## src/logic/mfs_pkg.sv

```systemverilog
// mfs_pkg: constants and carrier types for the motor fault supervisor
// assumes a 10 MHz core clock and synchronous active-high reset
`default_nettype none
package mfs_pkg;
    localparam int unsigned CLK_HZ = 10_000_000;
    localparam int unsigned CP_START_US = 250;
    localparam int unsigned CP_START_CYC = (CP_START_US * (CLK_HZ / 1_000_000));
    localparam int unsigned POR_HOLD_MS = 100;
    localparam int unsigned POR_HOLD_CYC = POR_HOLD_MS * (CLK_HZ / 1000);
    localparam int unsigned WDT_TICK_MS = 32;
    localparam int unsigned WDT_TICK_CYC = WDT_TICK_MS * (CLK_HZ / 1000);
    localparam int unsigned OPEN_BASE_MS = 1;
    localparam int unsigned OPEN_BASE_CYC = OPEN_BASE_MS * (CLK_HZ / 1000);
    localparam int CNT_W = 24;
    localparam logic [1:0] TR_RANGE1 = 2'h0;
    localparam logic [1:0] TR_RANGE2 = 2'h1;
    localparam logic [1:0] TR_RANGE3 = 2'h2;
    localparam logic [1:0] TR_WARN = 2'h3;
    localparam int NCOIL = 2;
    localparam int NDRV = 4;
    localparam int NSYNC = 8;

    // comparator inputs, raw from the analog side
    typedef struct packed {
        logic above_t1;
        logic above_t2;
        logic above_warn;
        logic above_tsd;
        logic [NDRV-1:0] ovc;
        logic uv_low;
        logic uv_high;
        logic ov_high;
        logic ov_low;
    } mfs_cmp_t;

    // latched fault flags
    typedef struct packed {
        logic [NDRV-1:0] ovc;
        logic [NCOIL-1:0] open_coil;
        logic pump_fault;
    } mfs_flags_t;

    typedef enum logic [1:0] {
        MFS_WD_POR = 2'b00,
        MFS_WD_RUN = 2'b01,
        MFS_WD_FIRE = 2'b11
    } mfs_wd_state_t;
endpackage : mfs_pkg
`default_nettype wire

```

## src/logic/mfs_sync2.sv

```systemverilog
// mfs_sync2: two-flop resynchroniser per bit
// assumes inputs are slow analog comparator levels
`default_nettype none
module mfs_sync2 #(
    parameter int W = 1
) (
    input wire logic clock_i,
    input wire logic rst_i,
    input wire logic [W-1:0] d_i,
    output logic [W-1:0] q_o
);
    logic [W-1:0] meta_r;
    logic [W-1:0] sync_r;

    genvar g;
    generate
        for (g = 0; g < W; g++)
        begin : g_bit
            always_ff @(posedge clock_i)
            begin
                if (rst_i)
                begin
                    meta_r[g] <= 1'b0;
                    sync_r[g] <= 1'b0;
                end
                else
                begin
                    meta_r[g] <= d_i[g];
                    sync_r[g] <= meta_r[g];
                end
            end
        end
    endgenerate

    assign q_o = sync_r;
endmodule // mfs_sync2
`default_nettype wire

```

## src/logic/mfs_open_det.sv

```systemverilog
// mfs_open_det: per-coil full-duty timer for open coil detection
// assumes duty_full_i is synchronous to clock_i
`default_nettype none
module mfs_open_det (
    input wire logic clock_i,
    input wire logic rst_i,
    input wire logic run_i,
    input wire logic [1:0] open_time_i,
    input wire logic duty_full_i,
    output logic hit_o
);
    logic [mfs_pkg::CNT_W-1:0] cnt_r;
    logic [mfs_pkg::CNT_W-1:0] cnt_nxt;
    logic [mfs_pkg::CNT_W-1:0] limit_w;

    // limit = base << field, 1/2/4/8 ms
    assign limit_w = mfs_pkg::CNT_W'(mfs_pkg::OPEN_BASE_CYC) << open_time_i;
    assign cnt_nxt = (run_i && duty_full_i && (cnt_r < limit_w)) ? cnt_r + 1'b1 : 
        ((run_i && duty_full_i) ? cnt_r : '0);
    assign hit_o = run_i && duty_full_i && (cnt_r >= limit_w);

    always_ff @(posedge clock_i)
    begin
        if (rst_i)
            cnt_r <= '0;
        else
            cnt_r <= cnt_nxt;
    end
endmodule // mfs_open_det
`default_nettype wire

```

## src/logic/mfs_supervisor.sv

```systemverilog
// mfs_supervisor: sleep gating, thermal, fault latching, error and watchdog reset outputs
// assumes a serial register front end supplies control bits and read strobes
`default_nettype none
module mfs_supervisor #(
    parameter int unsigned POR_HOLD_CYCLES = mfs_pkg::POR_HOLD_CYC,
    parameter int unsigned CP_START_CYCLES = mfs_pkg::CP_START_CYC,
    parameter int unsigned WDT_TICK_CYCLES = mfs_pkg::WDT_TICK_CYC
) (
    input wire logic clock_i,
    input wire logic rst_i,
    input wire mfs_pkg::mfs_cmp_t cmp_i,
    input wire logic pump_ok_i,
    input wire logic [mfs_pkg::NCOIL-1:0] duty_full_i,
    input wire logic sleep_request_bit_i,
    input wire logic clear_pin_i,
    input wire logic motor_drive_enable_wr_i,
    input wire logic motor_drive_enable_val_i,
    input wire logic thermal_shutdown_clr_i,
    input wire logic [1:0] open_time_i,
    input wire logic watchdog_arm_wr_i,
    input wire logic watchdog_arm_val_i,
    input wire logic [3:0] watchdog_limit_field_i,
    input wire logic output_type_select_i,
    input wire logic status_capture_i,
    input wire logic status_read_done_i,
    output logic [1:0] thermal_range_field_o,
    output logic thermal_shutdown_bit_o,
    output mfs_pkg::mfs_flags_t flags_o,
    output mfs_pkg::mfs_flags_t flags_snap_o,
    output logic motor_drive_enable_o,
    output logic bridge_drive_o,
    output logic core_clk_run_o,
    output logic digital_clear_o,
    output logic watchdog_fired_flag_o,
    output logic watchdog_arm_bit_o,
    output logic error_output_n_o,
    output logic error_output_n_oe_o,
    output logic watchdog_reset_out_n_o,
    output logic watchdog_reset_out_n_oe_o
);
    localparam int SW = mfs_pkg::NSYNC + mfs_pkg::NDRV;

    mfs_pkg::mfs_cmp_t cmp_s;
    mfs_pkg::mfs_flags_t flags_r;
    mfs_pkg::mfs_flags_t flags_nxt;
    mfs_pkg::mfs_flags_t snap_r;
    mfs_pkg::mfs_flags_t set_w;
    mfs_pkg::mfs_flags_t clr_w;
    mfs_pkg::mfs_wd_state_t wd_state_r;
    mfs_pkg::mfs_wd_state_t wd_state_nxt;
    logic tsd_r;
    logic uv_lock_r;
    logic ov_lock_r;
    logic motor_drive_enable_r;
    logic motor_drive_enable_nxt;
    logic wd_fired_r;
    logic wd_arm_r;
    logic cp_window_r;
    logic [mfs_pkg::CNT_W-1:0] cp_cnt_r;
    logic [mfs_pkg::CNT_W-1:0] hold_cnt_r;
    logic [mfs_pkg::CNT_W-1:0] tick_cnt_r;
    logic [3:0] wd_cnt_r;
    logic [1:0] tr_r;
    logic awake_w;
    logic tick_w;
    logic wd_hit_w;
    logic any_latched_w;
    logic block_w;
    logic tsd_set_w;
    logic err_w;
    logic [mfs_pkg::NCOIL-1:0] open_hit_w;
    logic [1:0] tr_w;

    // comparator resynchronisation
    mfs_sync2 #(.W(SW)) u_sync (
        .clock_i(clock_i),
        .rst_i(rst_i),
        .d_i(cmp_i),
        .q_o(cmp_s)
    );

    assign awake_w = !sleep_request_bit_i;
    assign core_clk_run_o = awake_w;
    assign digital_clear_o = clear_pin_i && awake_w;

    // thermal range encoding
    assign tr_w = cmp_s.above_warn ? mfs_pkg::TR_WARN :
        (cmp_s.above_t2 ? mfs_pkg::TR_RANGE3 :
        (cmp_s.above_t1 ? mfs_pkg::TR_RANGE2 : mfs_pkg::TR_RANGE1));

    genvar c;
    generate
        for (c = 0; c < mfs_pkg::NCOIL; c++)
        begin : g_coil
            mfs_open_det u_open (
                .clock_i(clock_i),
                .rst_i(rst_i),
                .run_i(awake_w && motor_drive_enable_r),
                .open_time_i(open_time_i),
                .duty_full_i(duty_full_i[c]),
                .hit_o(open_hit_w[c])
            );
        end
    endgenerate

    // fault sets: awake only, analog is off in sleep
    assign set_w.ovc = awake_w ? (cmp_s.ovc & {mfs_pkg::NDRV{motor_drive_enable_r}}) : '0;
    assign set_w.open_coil = awake_w ? open_hit_w : '0;
    assign set_w.pump_fault = awake_w && !pump_ok_i && !cp_window_r;
    // read clear only of captured flags, never in sleep
    assign clr_w = (status_read_done_i && awake_w) ? snap_r : '0;
    assign flags_nxt = set_w | (flags_r & ~clr_w); // set wins

    assign any_latched_w = |flags_r;
    assign tsd_set_w = awake_w && cmp_s.above_tsd;
    assign block_w = any_latched_w || tsd_r || uv_lock_r || ov_lock_r;
    assign motor_drive_enable_nxt = block_w || |set_w || tsd_set_w || !awake_w ? 1'b0 :
        (motor_drive_enable_wr_i ? motor_drive_enable_val_i : motor_drive_enable_r);
    assign err_w = any_latched_w || tsd_r || (tr_r == mfs_pkg::TR_WARN) ||
        (cp_window_r && !pump_ok_i);

    // watchdog tick and compare
    assign tick_w = (tick_cnt_r >= mfs_pkg::CNT_W'(WDT_TICK_CYCLES - 1));
    assign wd_hit_w = wd_arm_r && tick_w && (wd_cnt_r >= watchdog_limit_field_i);

    always_comb
    begin
        wd_state_nxt = wd_state_r;
        unique case (wd_state_r)
            mfs_pkg::MFS_WD_POR:
                if (hold_cnt_r >= mfs_pkg::CNT_W'(POR_HOLD_CYCLES - 1))
                    wd_state_nxt = mfs_pkg::MFS_WD_RUN;
            mfs_pkg::MFS_WD_RUN:
                if (wd_hit_w)
                    wd_state_nxt = mfs_pkg::MFS_WD_FIRE;
            mfs_pkg::MFS_WD_FIRE:
                if (hold_cnt_r >= mfs_pkg::CNT_W'(POR_HOLD_CYCLES - 1))
                    wd_state_nxt = mfs_pkg::MFS_WD_RUN;
            default:
                wd_state_nxt = mfs_pkg::MFS_WD_POR;
        endcase
    end

    always_ff @(posedge clock_i)
    begin
        if (rst_i)
        begin
            flags_r <= '0;
            snap_r <= '0;
            motor_drive_enable_r <= 1'b0;
            tr_r <= mfs_pkg::TR_RANGE1;
        end
        else
        begin
            flags_r <= flags_nxt;
            motor_drive_enable_r <= motor_drive_enable_nxt;
            if (status_capture_i)
                snap_r <= flags_r;
            if (awake_w)
                tr_r <= tr_w;
        end
    end

    // thermal shutdown latch, exit needs cool and clear
    always_ff @(posedge clock_i)
    begin
        if (rst_i)
            tsd_r <= 1'b0;
        else if (tsd_set_w)
            tsd_r <= 1'b1;
        else if (thermal_shutdown_clr_i && !cmp_s.above_warn)
            tsd_r <= 1'b0;
    end

    // supply lockouts with hysteresis
    always_ff @(posedge clock_i)
    begin
        if (rst_i)
        begin
            uv_lock_r <= 1'b0;
            ov_lock_r <= 1'b0;
        end
        else
        begin
            if (cmp_s.uv_low)
                uv_lock_r <= 1'b1;
            else if (cmp_s.uv_high)
                uv_lock_r <= 1'b0;
            if (cmp_s.ov_high)
                ov_lock_r <= 1'b1;
            else if (cmp_s.ov_low)
                ov_lock_r <= 1'b0;
        end
    end

    // charge pump start window after reset
    always_ff @(posedge clock_i)
    begin
        if (rst_i)
        begin
            cp_cnt_r <= '0;
            cp_window_r <= 1'b1;
        end
        else if (cp_window_r)
        begin
            cp_cnt_r <= cp_cnt_r + 1'b1;
            if (cp_cnt_r >= mfs_pkg::CNT_W'(CP_START_CYCLES - 1))
                cp_window_r <= 1'b0;
        end
    end

    // watchdog state, hold timer, counter and fired flag
    always_ff @(posedge clock_i)
    begin
        if (rst_i)
        begin
            wd_state_r <= mfs_pkg::MFS_WD_POR;
            hold_cnt_r <= '0;
            tick_cnt_r <= '0;
            wd_cnt_r <= '0;
            wd_arm_r <= 1'b0;
            wd_fired_r <= 1'b0;
        end
        else
        begin
            wd_state_r <= wd_state_nxt;
            hold_cnt_r <= (wd_state_nxt != wd_state_r || wd_state_r == mfs_pkg::MFS_WD_RUN) ?
                '0 : hold_cnt_r + 1'b1;
            if (watchdog_arm_wr_i)
            begin
                wd_arm_r <= watchdog_arm_val_i;
                tick_cnt_r <= '0;
                wd_cnt_r <= '0;
            end
            else if (wd_hit_w)
            begin
                wd_arm_r <= 1'b0;
                tick_cnt_r <= '0;
                wd_cnt_r <= '0;
                wd_fired_r <= 1'b1;
            end
            else if (wd_arm_r)
            begin
                tick_cnt_r <= tick_w ? '0 : tick_cnt_r + 1'b1;
                if (tick_w)
                    wd_cnt_r <= wd_cnt_r + 1'b1;
            end
        end
    end

    assign thermal_range_field_o = tr_r;
    assign thermal_shutdown_bit_o = tsd_r;
    assign flags_o = flags_r;
    assign flags_snap_o = snap_r;
    assign motor_drive_enable_o = motor_drive_enable_r;
    assign bridge_drive_o = motor_drive_enable_r && awake_w && !tsd_r && !uv_lock_r && !ov_lock_r;
    assign watchdog_fired_flag_o = wd_fired_r;
    assign watchdog_arm_bit_o = wd_arm_r;

    // open drain drives only low; push-pull drives always
    assign error_output_n_o = !err_w;
    assign error_output_n_oe_o = output_type_select_i || err_w;
    assign watchdog_reset_out_n_o = (wd_state_r == mfs_pkg::MFS_WD_RUN);
    assign watchdog_reset_out_n_oe_o = output_type_select_i ||
        (wd_state_r != mfs_pkg::MFS_WD_RUN);
endmodule // mfs_supervisor
`default_nettype wire

```

## config.mk

```make
export PLATFORM = sky130hd
export DESIGN_NAME = mfs_supervisor
export DESIGN_NICKNAME = d
export VERILOG_FILES = /design/src/logic/mfs_pkg.sv /design/src/logic/mfs_sync2.sv /design/src/logic/mfs_open_det.sv /design/src/logic/mfs_supervisor.sv
export SDC_FILE = /design/constraint.sdc
export NUM_CORES = 1
export LEC_CHECK = 0
export BUFFER_PORTS_ARGS = -buffer_cell sky130_fd_sc_hd__buf_4
export CAP_MARGIN = 20
export CORE_UTILIZATION = 55
export DETAILED_ROUTE_END_ITERATION = 7
export PLACE_DENSITY = 0.74
export SLEW_MARGIN = 20
export SYNTH_ARGS = -nofsm -noshare
export SYNTH_HDL_FRONTEND = slang
export SYNTH_SLANG_ARGS = --single-unit
```

## constraint.sdc

```tcl
create_clock -name clock_i -period 3.1 [get_ports clock_i]
set_input_delay 0.62 -clock clock_i [delete_from_list [all_inputs] [get_ports clock_i]]
set_output_delay 0.62 -clock clock_i [all_outputs]
set_load 0.005 [all_outputs]
```

# --- Yosys cells after proc, flatten, opt, wreduce, memory -nomap -nowiden ---
# Cells that the tools add are included.
op_classes:
  n_mux: 24
  order_cmp: 8
  add_sub_neg: 6
  eq_ne: 7
  n_shift: 1
  n_reduce_logical: 51
  n_bitwise: 5
op_table:
  columns: ["cell", "count"]
  rows:
  - ["adder 24 x 1 -> 24 bit, second input constant", 5]
  - ["two-way mux 24 bit", 5]
  - ["greater-or-equal comparator 24 bit", 2]
  - ["less-than comparator 24 bit", 2]
  - ["greater-or-equal comparator 24 x 12 -> 1 bit, second input constant", 1]
  - ["greater-or-equal comparator 24 x 19 -> 1 bit, second input constant", 1]
  - ["greater-or-equal comparator 24 x 20 -> 1 bit, second input constant", 1]
  - ["<< shifter 14 x 2 -> 24 bit, first input constant", 1]
  - ["logical AND 1 bit", 19]
  - ["OR reduction 7 bit", 2]
  - ["logical OR 1 bit", 11]
  - ["two-way mux 1 bit", 11]
  - ["two-way mux 2 bit", 5]
  - ["zero test 1 bit", 8]
  - ["nonzero test 2 bit", 4]
  - ["AND 7 bit", 1]
  - ["two-way mux 7 bit", 1]
  - ["inverter 7 bit", 1]
  - ["OR 7 bit", 1]
  - ["OR reduction 2 bit", 3]
  - ["adder 4 x 1 -> 4 bit, second input constant", 1]
  - ["AND 4 bit", 1]
  - ["== test 2 bit, second input constant", 2]
  - ["greater-or-equal comparator 4 bit", 1]
  - ["other kinds (10)", 12]
totals:
  output_inout_bits: 27
  regBits: 173
  wordCells: 147
  inputBits: 33

# --- Longest topological paths before layout ---
depth:
  depth_word: 10
  mapped_depth: 12
  depth_no_buf: 10

# --- Modules after synthesis ---
# From an unflattened synthesis, not the netlist that was laid out.
unflattened:
  hier_cells: 950
  area_unflattened_um2: 8426.8
by_module_without_submodules:
  columns: ["module", "area_each_um2", "seq_area_each_um2", "instances", "cells_per_inst"]
  rows:
  - ["mfs_supervisor", 4760.8, 2021.9, 1, 554]
  - ["mfs_open_det", 1486.4, 480.5, 2, 173]
  - ["mfs_sync2", 693.2, 480.5, 1, 50]

# --- Least setup slack after synthesis ---
# Ideal clock, no wire load.
synth_path:
  path_type: "in2reg"
  from: "in open_time_i[1]"
  to: "reg g_coil[0].u_open.cnt_r[1] (netlist bit)"
  t_arrival_ns: 2.795
  setup_slack_ns: 0.177
  path_buffers: 2
  required_time_ns: 2.972
  cell_stages: 12
  setup_time_ns: 0.128
  path_cell_list: "inv_1 -> ha_1 -> inv_1 -> ha_1 -> o21ai_0 -> o2bb2ai_1 -> or3_1 -> a31oi_1 -> clkbuf_1 -> buf_2 -> mux2i_1 -> nor2_1"
synth_between:
  elab_chain_len: 4
  word_cells_on_any_way: 5
  classes_between: "order compare: 1; eq/ne: 1; shift: 1; mux: 1; reduce/logical: 1"
synth_rtl:
  columns: ["item", "line_no", "text"]
  rows:
  - ["from (decl)", "mfs_supervisor.sv:19", "input wire logic [1:0] open_time_i,"]
  - ["<< shifter 14 x 2 -> 24 bit (*)", "mfs_open_det.sv:17", "assign limit_w = mfs_pkg::CNT_W'(mfs_pkg::OPEN_BASE_CYC) << open_time_i;"]
  - ["less-than comparator 24 bit (*)", "mfs_open_det.sv:18", "assign cnt_nxt = (run_i && duty_full_i && (cnt_r < limit_w)) ? cnt_r + 1'b1 :"]
  - ["logical AND 1 bit (*)", "mfs_open_det.sv:18", null]
  - ["inequality test 2 bit (no line) or two-way mux 24 bit (tied branches)", null, null]
  - ["to (signal assigned)", "mfs_open_det.sv:27", "cnt_r <= cnt_nxt;"]
  - ["to (decl)", "mfs_open_det.sv:12", "logic [mfs_pkg::CNT_W-1:0] cnt_r;"]
# Every way passes the cells marked *; elsewhere a longest branch is shown, timed or not.
# A chain may end at the register's enable or synchronous reset.

# --- Worst setup path in the final report ---
layout_path:
  from: "in open_time_i[1]"
  to: "reg g_coil[0].u_open.cnt_r[11] (netlist bit)"
# Same word-level chain as after synthesis.

==> results by group <==
Status
  • Status: completed

Yosys
  • Yosys synthesis warning count: 0
  • Area leader, netlist: dfxtp_1
  • Sequential-to-total area share from yosys stat: 43.7%
  • Yosys cell types: 54
  • Main synth FF type: dfxtp_1
  • Post-Syn Area: 0.00792 sq mm
  • Leading post-synthesis cells by cell area: dfxtp_1 44%, ha_1 6.5%, nor2_1 5.7%
  • Post-Synthesis Cells: 904
  • Adder-Cell Fraction of Synth Area: 6.48%
  • Post-synthesis register bit count: 173
  • Post-Synth Simple-Gate Area: 26.4%
  • Post-synthesis mux area share: 1.53%
  • Top cell type's share of synthesized area: 43.7%
  • Largest family of logic cells by synthesized area: simple AND/OR/NAND/NOR gates
  • Synth Area in XOR/XNOR: 7.63%
  • FFs w/ async S/R, synth: 0%
  • Post-synth EDFFs: 0
  • Post-Syn Nets: 978
  • Avg Cell Area, Syn: 8.76 sq um
  • Synth Area in Compound Gates: 10.8%

Global route
  • GRT Resource Usage Total: 23.5%
  • GR Overflow Total: 0
  • Number of global-route vias before repair: 6035
  • First-pass GRT wire length: 28000 um
  • Largest net degree at the start of global routing: 50
  • Initial antenna violation count: 0

Power and ir drop
  • Pwr Total: 4.88 mW
  • Switching share of power: 22.6%
  • Worst IR Drop VDD: 0.445 mV
  • Leakage power: 3.68 nW
  • PD cells: 523 mW/mm^2
  • Clock share of power: 48.6%
  • Combinational power share: 4.4%
  • Psw: 1.10 mW
  • P_int: 3.78 mW
  • Part of the power in registers: 47.0%

Clocking
  • Post-CTS Hold Buffers: 0
  • CTS sink cnt: 173
  • Total CTS buffers: 17
  • H-Tree Depth: 4
  • Clock tree buffer depth: 2
  • Clock root buffer: clkbuf_16
  • CTS tree: done
  • Postcts setup bufs: 0
  • Post-CTS sizing: 0
  • Clock slew seen by the registers of the worst setup and hold paths: 70 ps
  • Clock latency on the worst-skew pair: 430 ps

Worst setup path
  • Worst-path maximum fanout: 14
  • Delay-heaviest family, CP: compound AO/OA/AOI/OAI gates
  • Max incr delay on CP: 540 ps
  • Critical path launch point type: primary input
  • WP data required: 3450 ps
  • Critical Path AT: 3250 ps
  • CP Capture Type: flop
  • Critical path type: primary input to flop
  • CP Cell Sequence: buf_4, inv_1, ha_1, inv_1, ha_1, a31o_2, a2111oi_0, a31oi_2, buf_4, or4_1, a21oi_1
  • Stages on worst setup path: 11
  • Worst Reg-to-Reg Cells: 7
  • Setup crit start: open_time_i[1]
  • R2R Path Start: g_coil[0].u_open.cnt_r[14]$_SDFFE_PP0P_
  • Slowest CP cell: a2111oi_0
  • WP buf/inv: 4

Timing
  • Hold_ws: 394 ps
  • Max-slew violations: 0
  • Slew @ Worst Pin: 702 ps
  • RSZ-0062 raised after global routing: false
  • Max Fclk: 0.345 GHz
  • Final Critical Period: 2900 ps
  • Final hold vios: 0
  • Clock skew: 5.97 ps
  • Rel. slew slack: 53.2%
  • Setup violators final: 0
  • Final Cycle Share: 93.6%
  • PnR worst setup slack: 199 ps
  • Setup TNS: 0 ps

Floorplanning
  • Row Count: 43
  • Die X: 122 um
  • Die area: 0.0149 sq mm
  • Initial core utilization: 56.8%
  • I/O pin cnt: 60
  • Vert. Die Dim: 122 um
  • Core area: 0.0139 sq mm

Route
  • Post-route ant nets: 0
  • Via count: 6553
  • Via density: 5.59
  • Drt wl/cell: 14.0 um
  • Iteration-0 DRC Markers: 392
  • Drt total wl: 16400 um
  • DRC: 0
  • Initial DRT Pass Iterations: 5

Layout
  • Commonest non-fill, non-tap cell in the layout: dfxtp_1
  • Share of layout cells above drive strength 1: 13.4%
  • Final Non-Filler Cells: 1172
  • Fill cells: 1139
  • Final #Nets: 1053
  • Post-route cell area: 0.00934 sq mm
  • Most frequent cells in the layout: 173 x dfxtp_1, 120 x nor2_1, 87 x buf_4
  • Post-layout util: 67.0%
  • P&R area growth vs syn: 18.0%
  • N_diodes: 0

Placement
  • DP Area: 0.00868 sq mm
  • Hpwl dp: 11400 um
  • Placed insts: 1140
  • Port bufs: 59
  • Final Wtd Congestion: 0.825
  • Setup WS pre-CTS: -210 ps

Job
  • Max-Cap Viols: 0

Min path
  • Worst hold path depth: 2
  • Hold Path Origin: cmp_i[0]
  • Hold crit path type: primary input to flop
==> Yosys cell counts (18+ instances only) <==
| library cell | instances |
|---|---|
| nor2b_1 | 30 |
| nor2_1 | 120 |
| dfxtp_1 | 173 |
| xor2_1 | 35 |
| nand3_1 | 39 |
| a21oi_1 | 46 |
| o21ai_0 | 28 |
| ha_1 | 41 |
| inv_1 | 38 |
| or3_1 | 18 |
| and3_1 | 32 |
| clkbuf_1 | 26 |
| nand2_1 | 61 |
| xnor2_1 | 34 |
| nand4_1 | 25 |
| or4_1 | 18 |
==> final timing paths <==
path                                                                end  slack, ps
worst min-delay path                        u_sync.meta_r[0]$_SDFF_PP0_        390
worst max register to register  g_coil[0].u_open.cnt_r[11]$_SDFFE_PP0P_        480
worst max-delay path            g_coil[0].u_open.cnt_r[11]$_SDFFE_PP0P_        200
worst min register to register                 u_sync.q_o[1]$_SDFF_PP0_        440
==> cell families (layout without fill, tap and decap cells) <==
family	after synthesis	after routing
DFF	173	173
adders and majority gates	41	41
buffers and inverters	69	157
xor gates and xnor gates	69	69
and+or+nand+nor	405	405
AOI/OAI and AO/OA	135	135
muxes	12	12
==> worst register-to-register path: cells and delay by family (launching register included) <==
kind	cells	cell delay [ps]
fa+ha+maj	1	290
compound gates	4	1090
buf+inv	1	210
flops	1	420
simple gates	1	520
==> flip-flops by register name (all words and copies together) (netlist names), 2 cells and up <==
register and cells:
cp_cnt_r 24, wd_state_r 2, flags_o 7, flags_snap_o 7, tick_cnt_r 24, u_sync.q_o 12
g_coil.u_open.cnt_r 48, thermal_range_field_o 2, hold_cnt_r 24, u_sync.meta_r 12, wd_cnt_r 4
==> routing by layer <==
layer	up-vias	share of wire [%]	track usage, %
met1	3049	48	31.2
met5	-	0	0
met2	135	46	37.7
met4	0	1.3	8.26
met3	19	4.1	4.82
li1	3350	-	-
==> final cells by class <==
cell class	count	area, sq um	area share (%)
Clock inverter	14	223	2.38
Sequential cell	173	3460	37.1
Inverter	38	143	1.53
Timing Repair Buffer	87	653	6.99
Clock buffer	18	439	4.70
Multi-Input combinational cell	662	4190	44.9
Tap cell	180	225	2.41
==> power by group through the flow <==
| stage | Combinational, mW | Sequential (mW) | Clock [mW] |
|---|---|---|---|
| 3_5_place_dp | 0.216 | 2.34 | 0 |
| 6_report | 0.215 | 2.29 | 2.37 |
| 5_1_grt | 0.240 | 2.30 | 2.52 |
| 4_1_cts | 0.218 | 2.29 | 2.41 |
| 3_3_place_gp | 0.211 | 2.34 | 0 |
| 2_1_floorplan | 0.132 | 2.34 | 0 |
No activity file was read; power rests on OpenSTA's default activity.
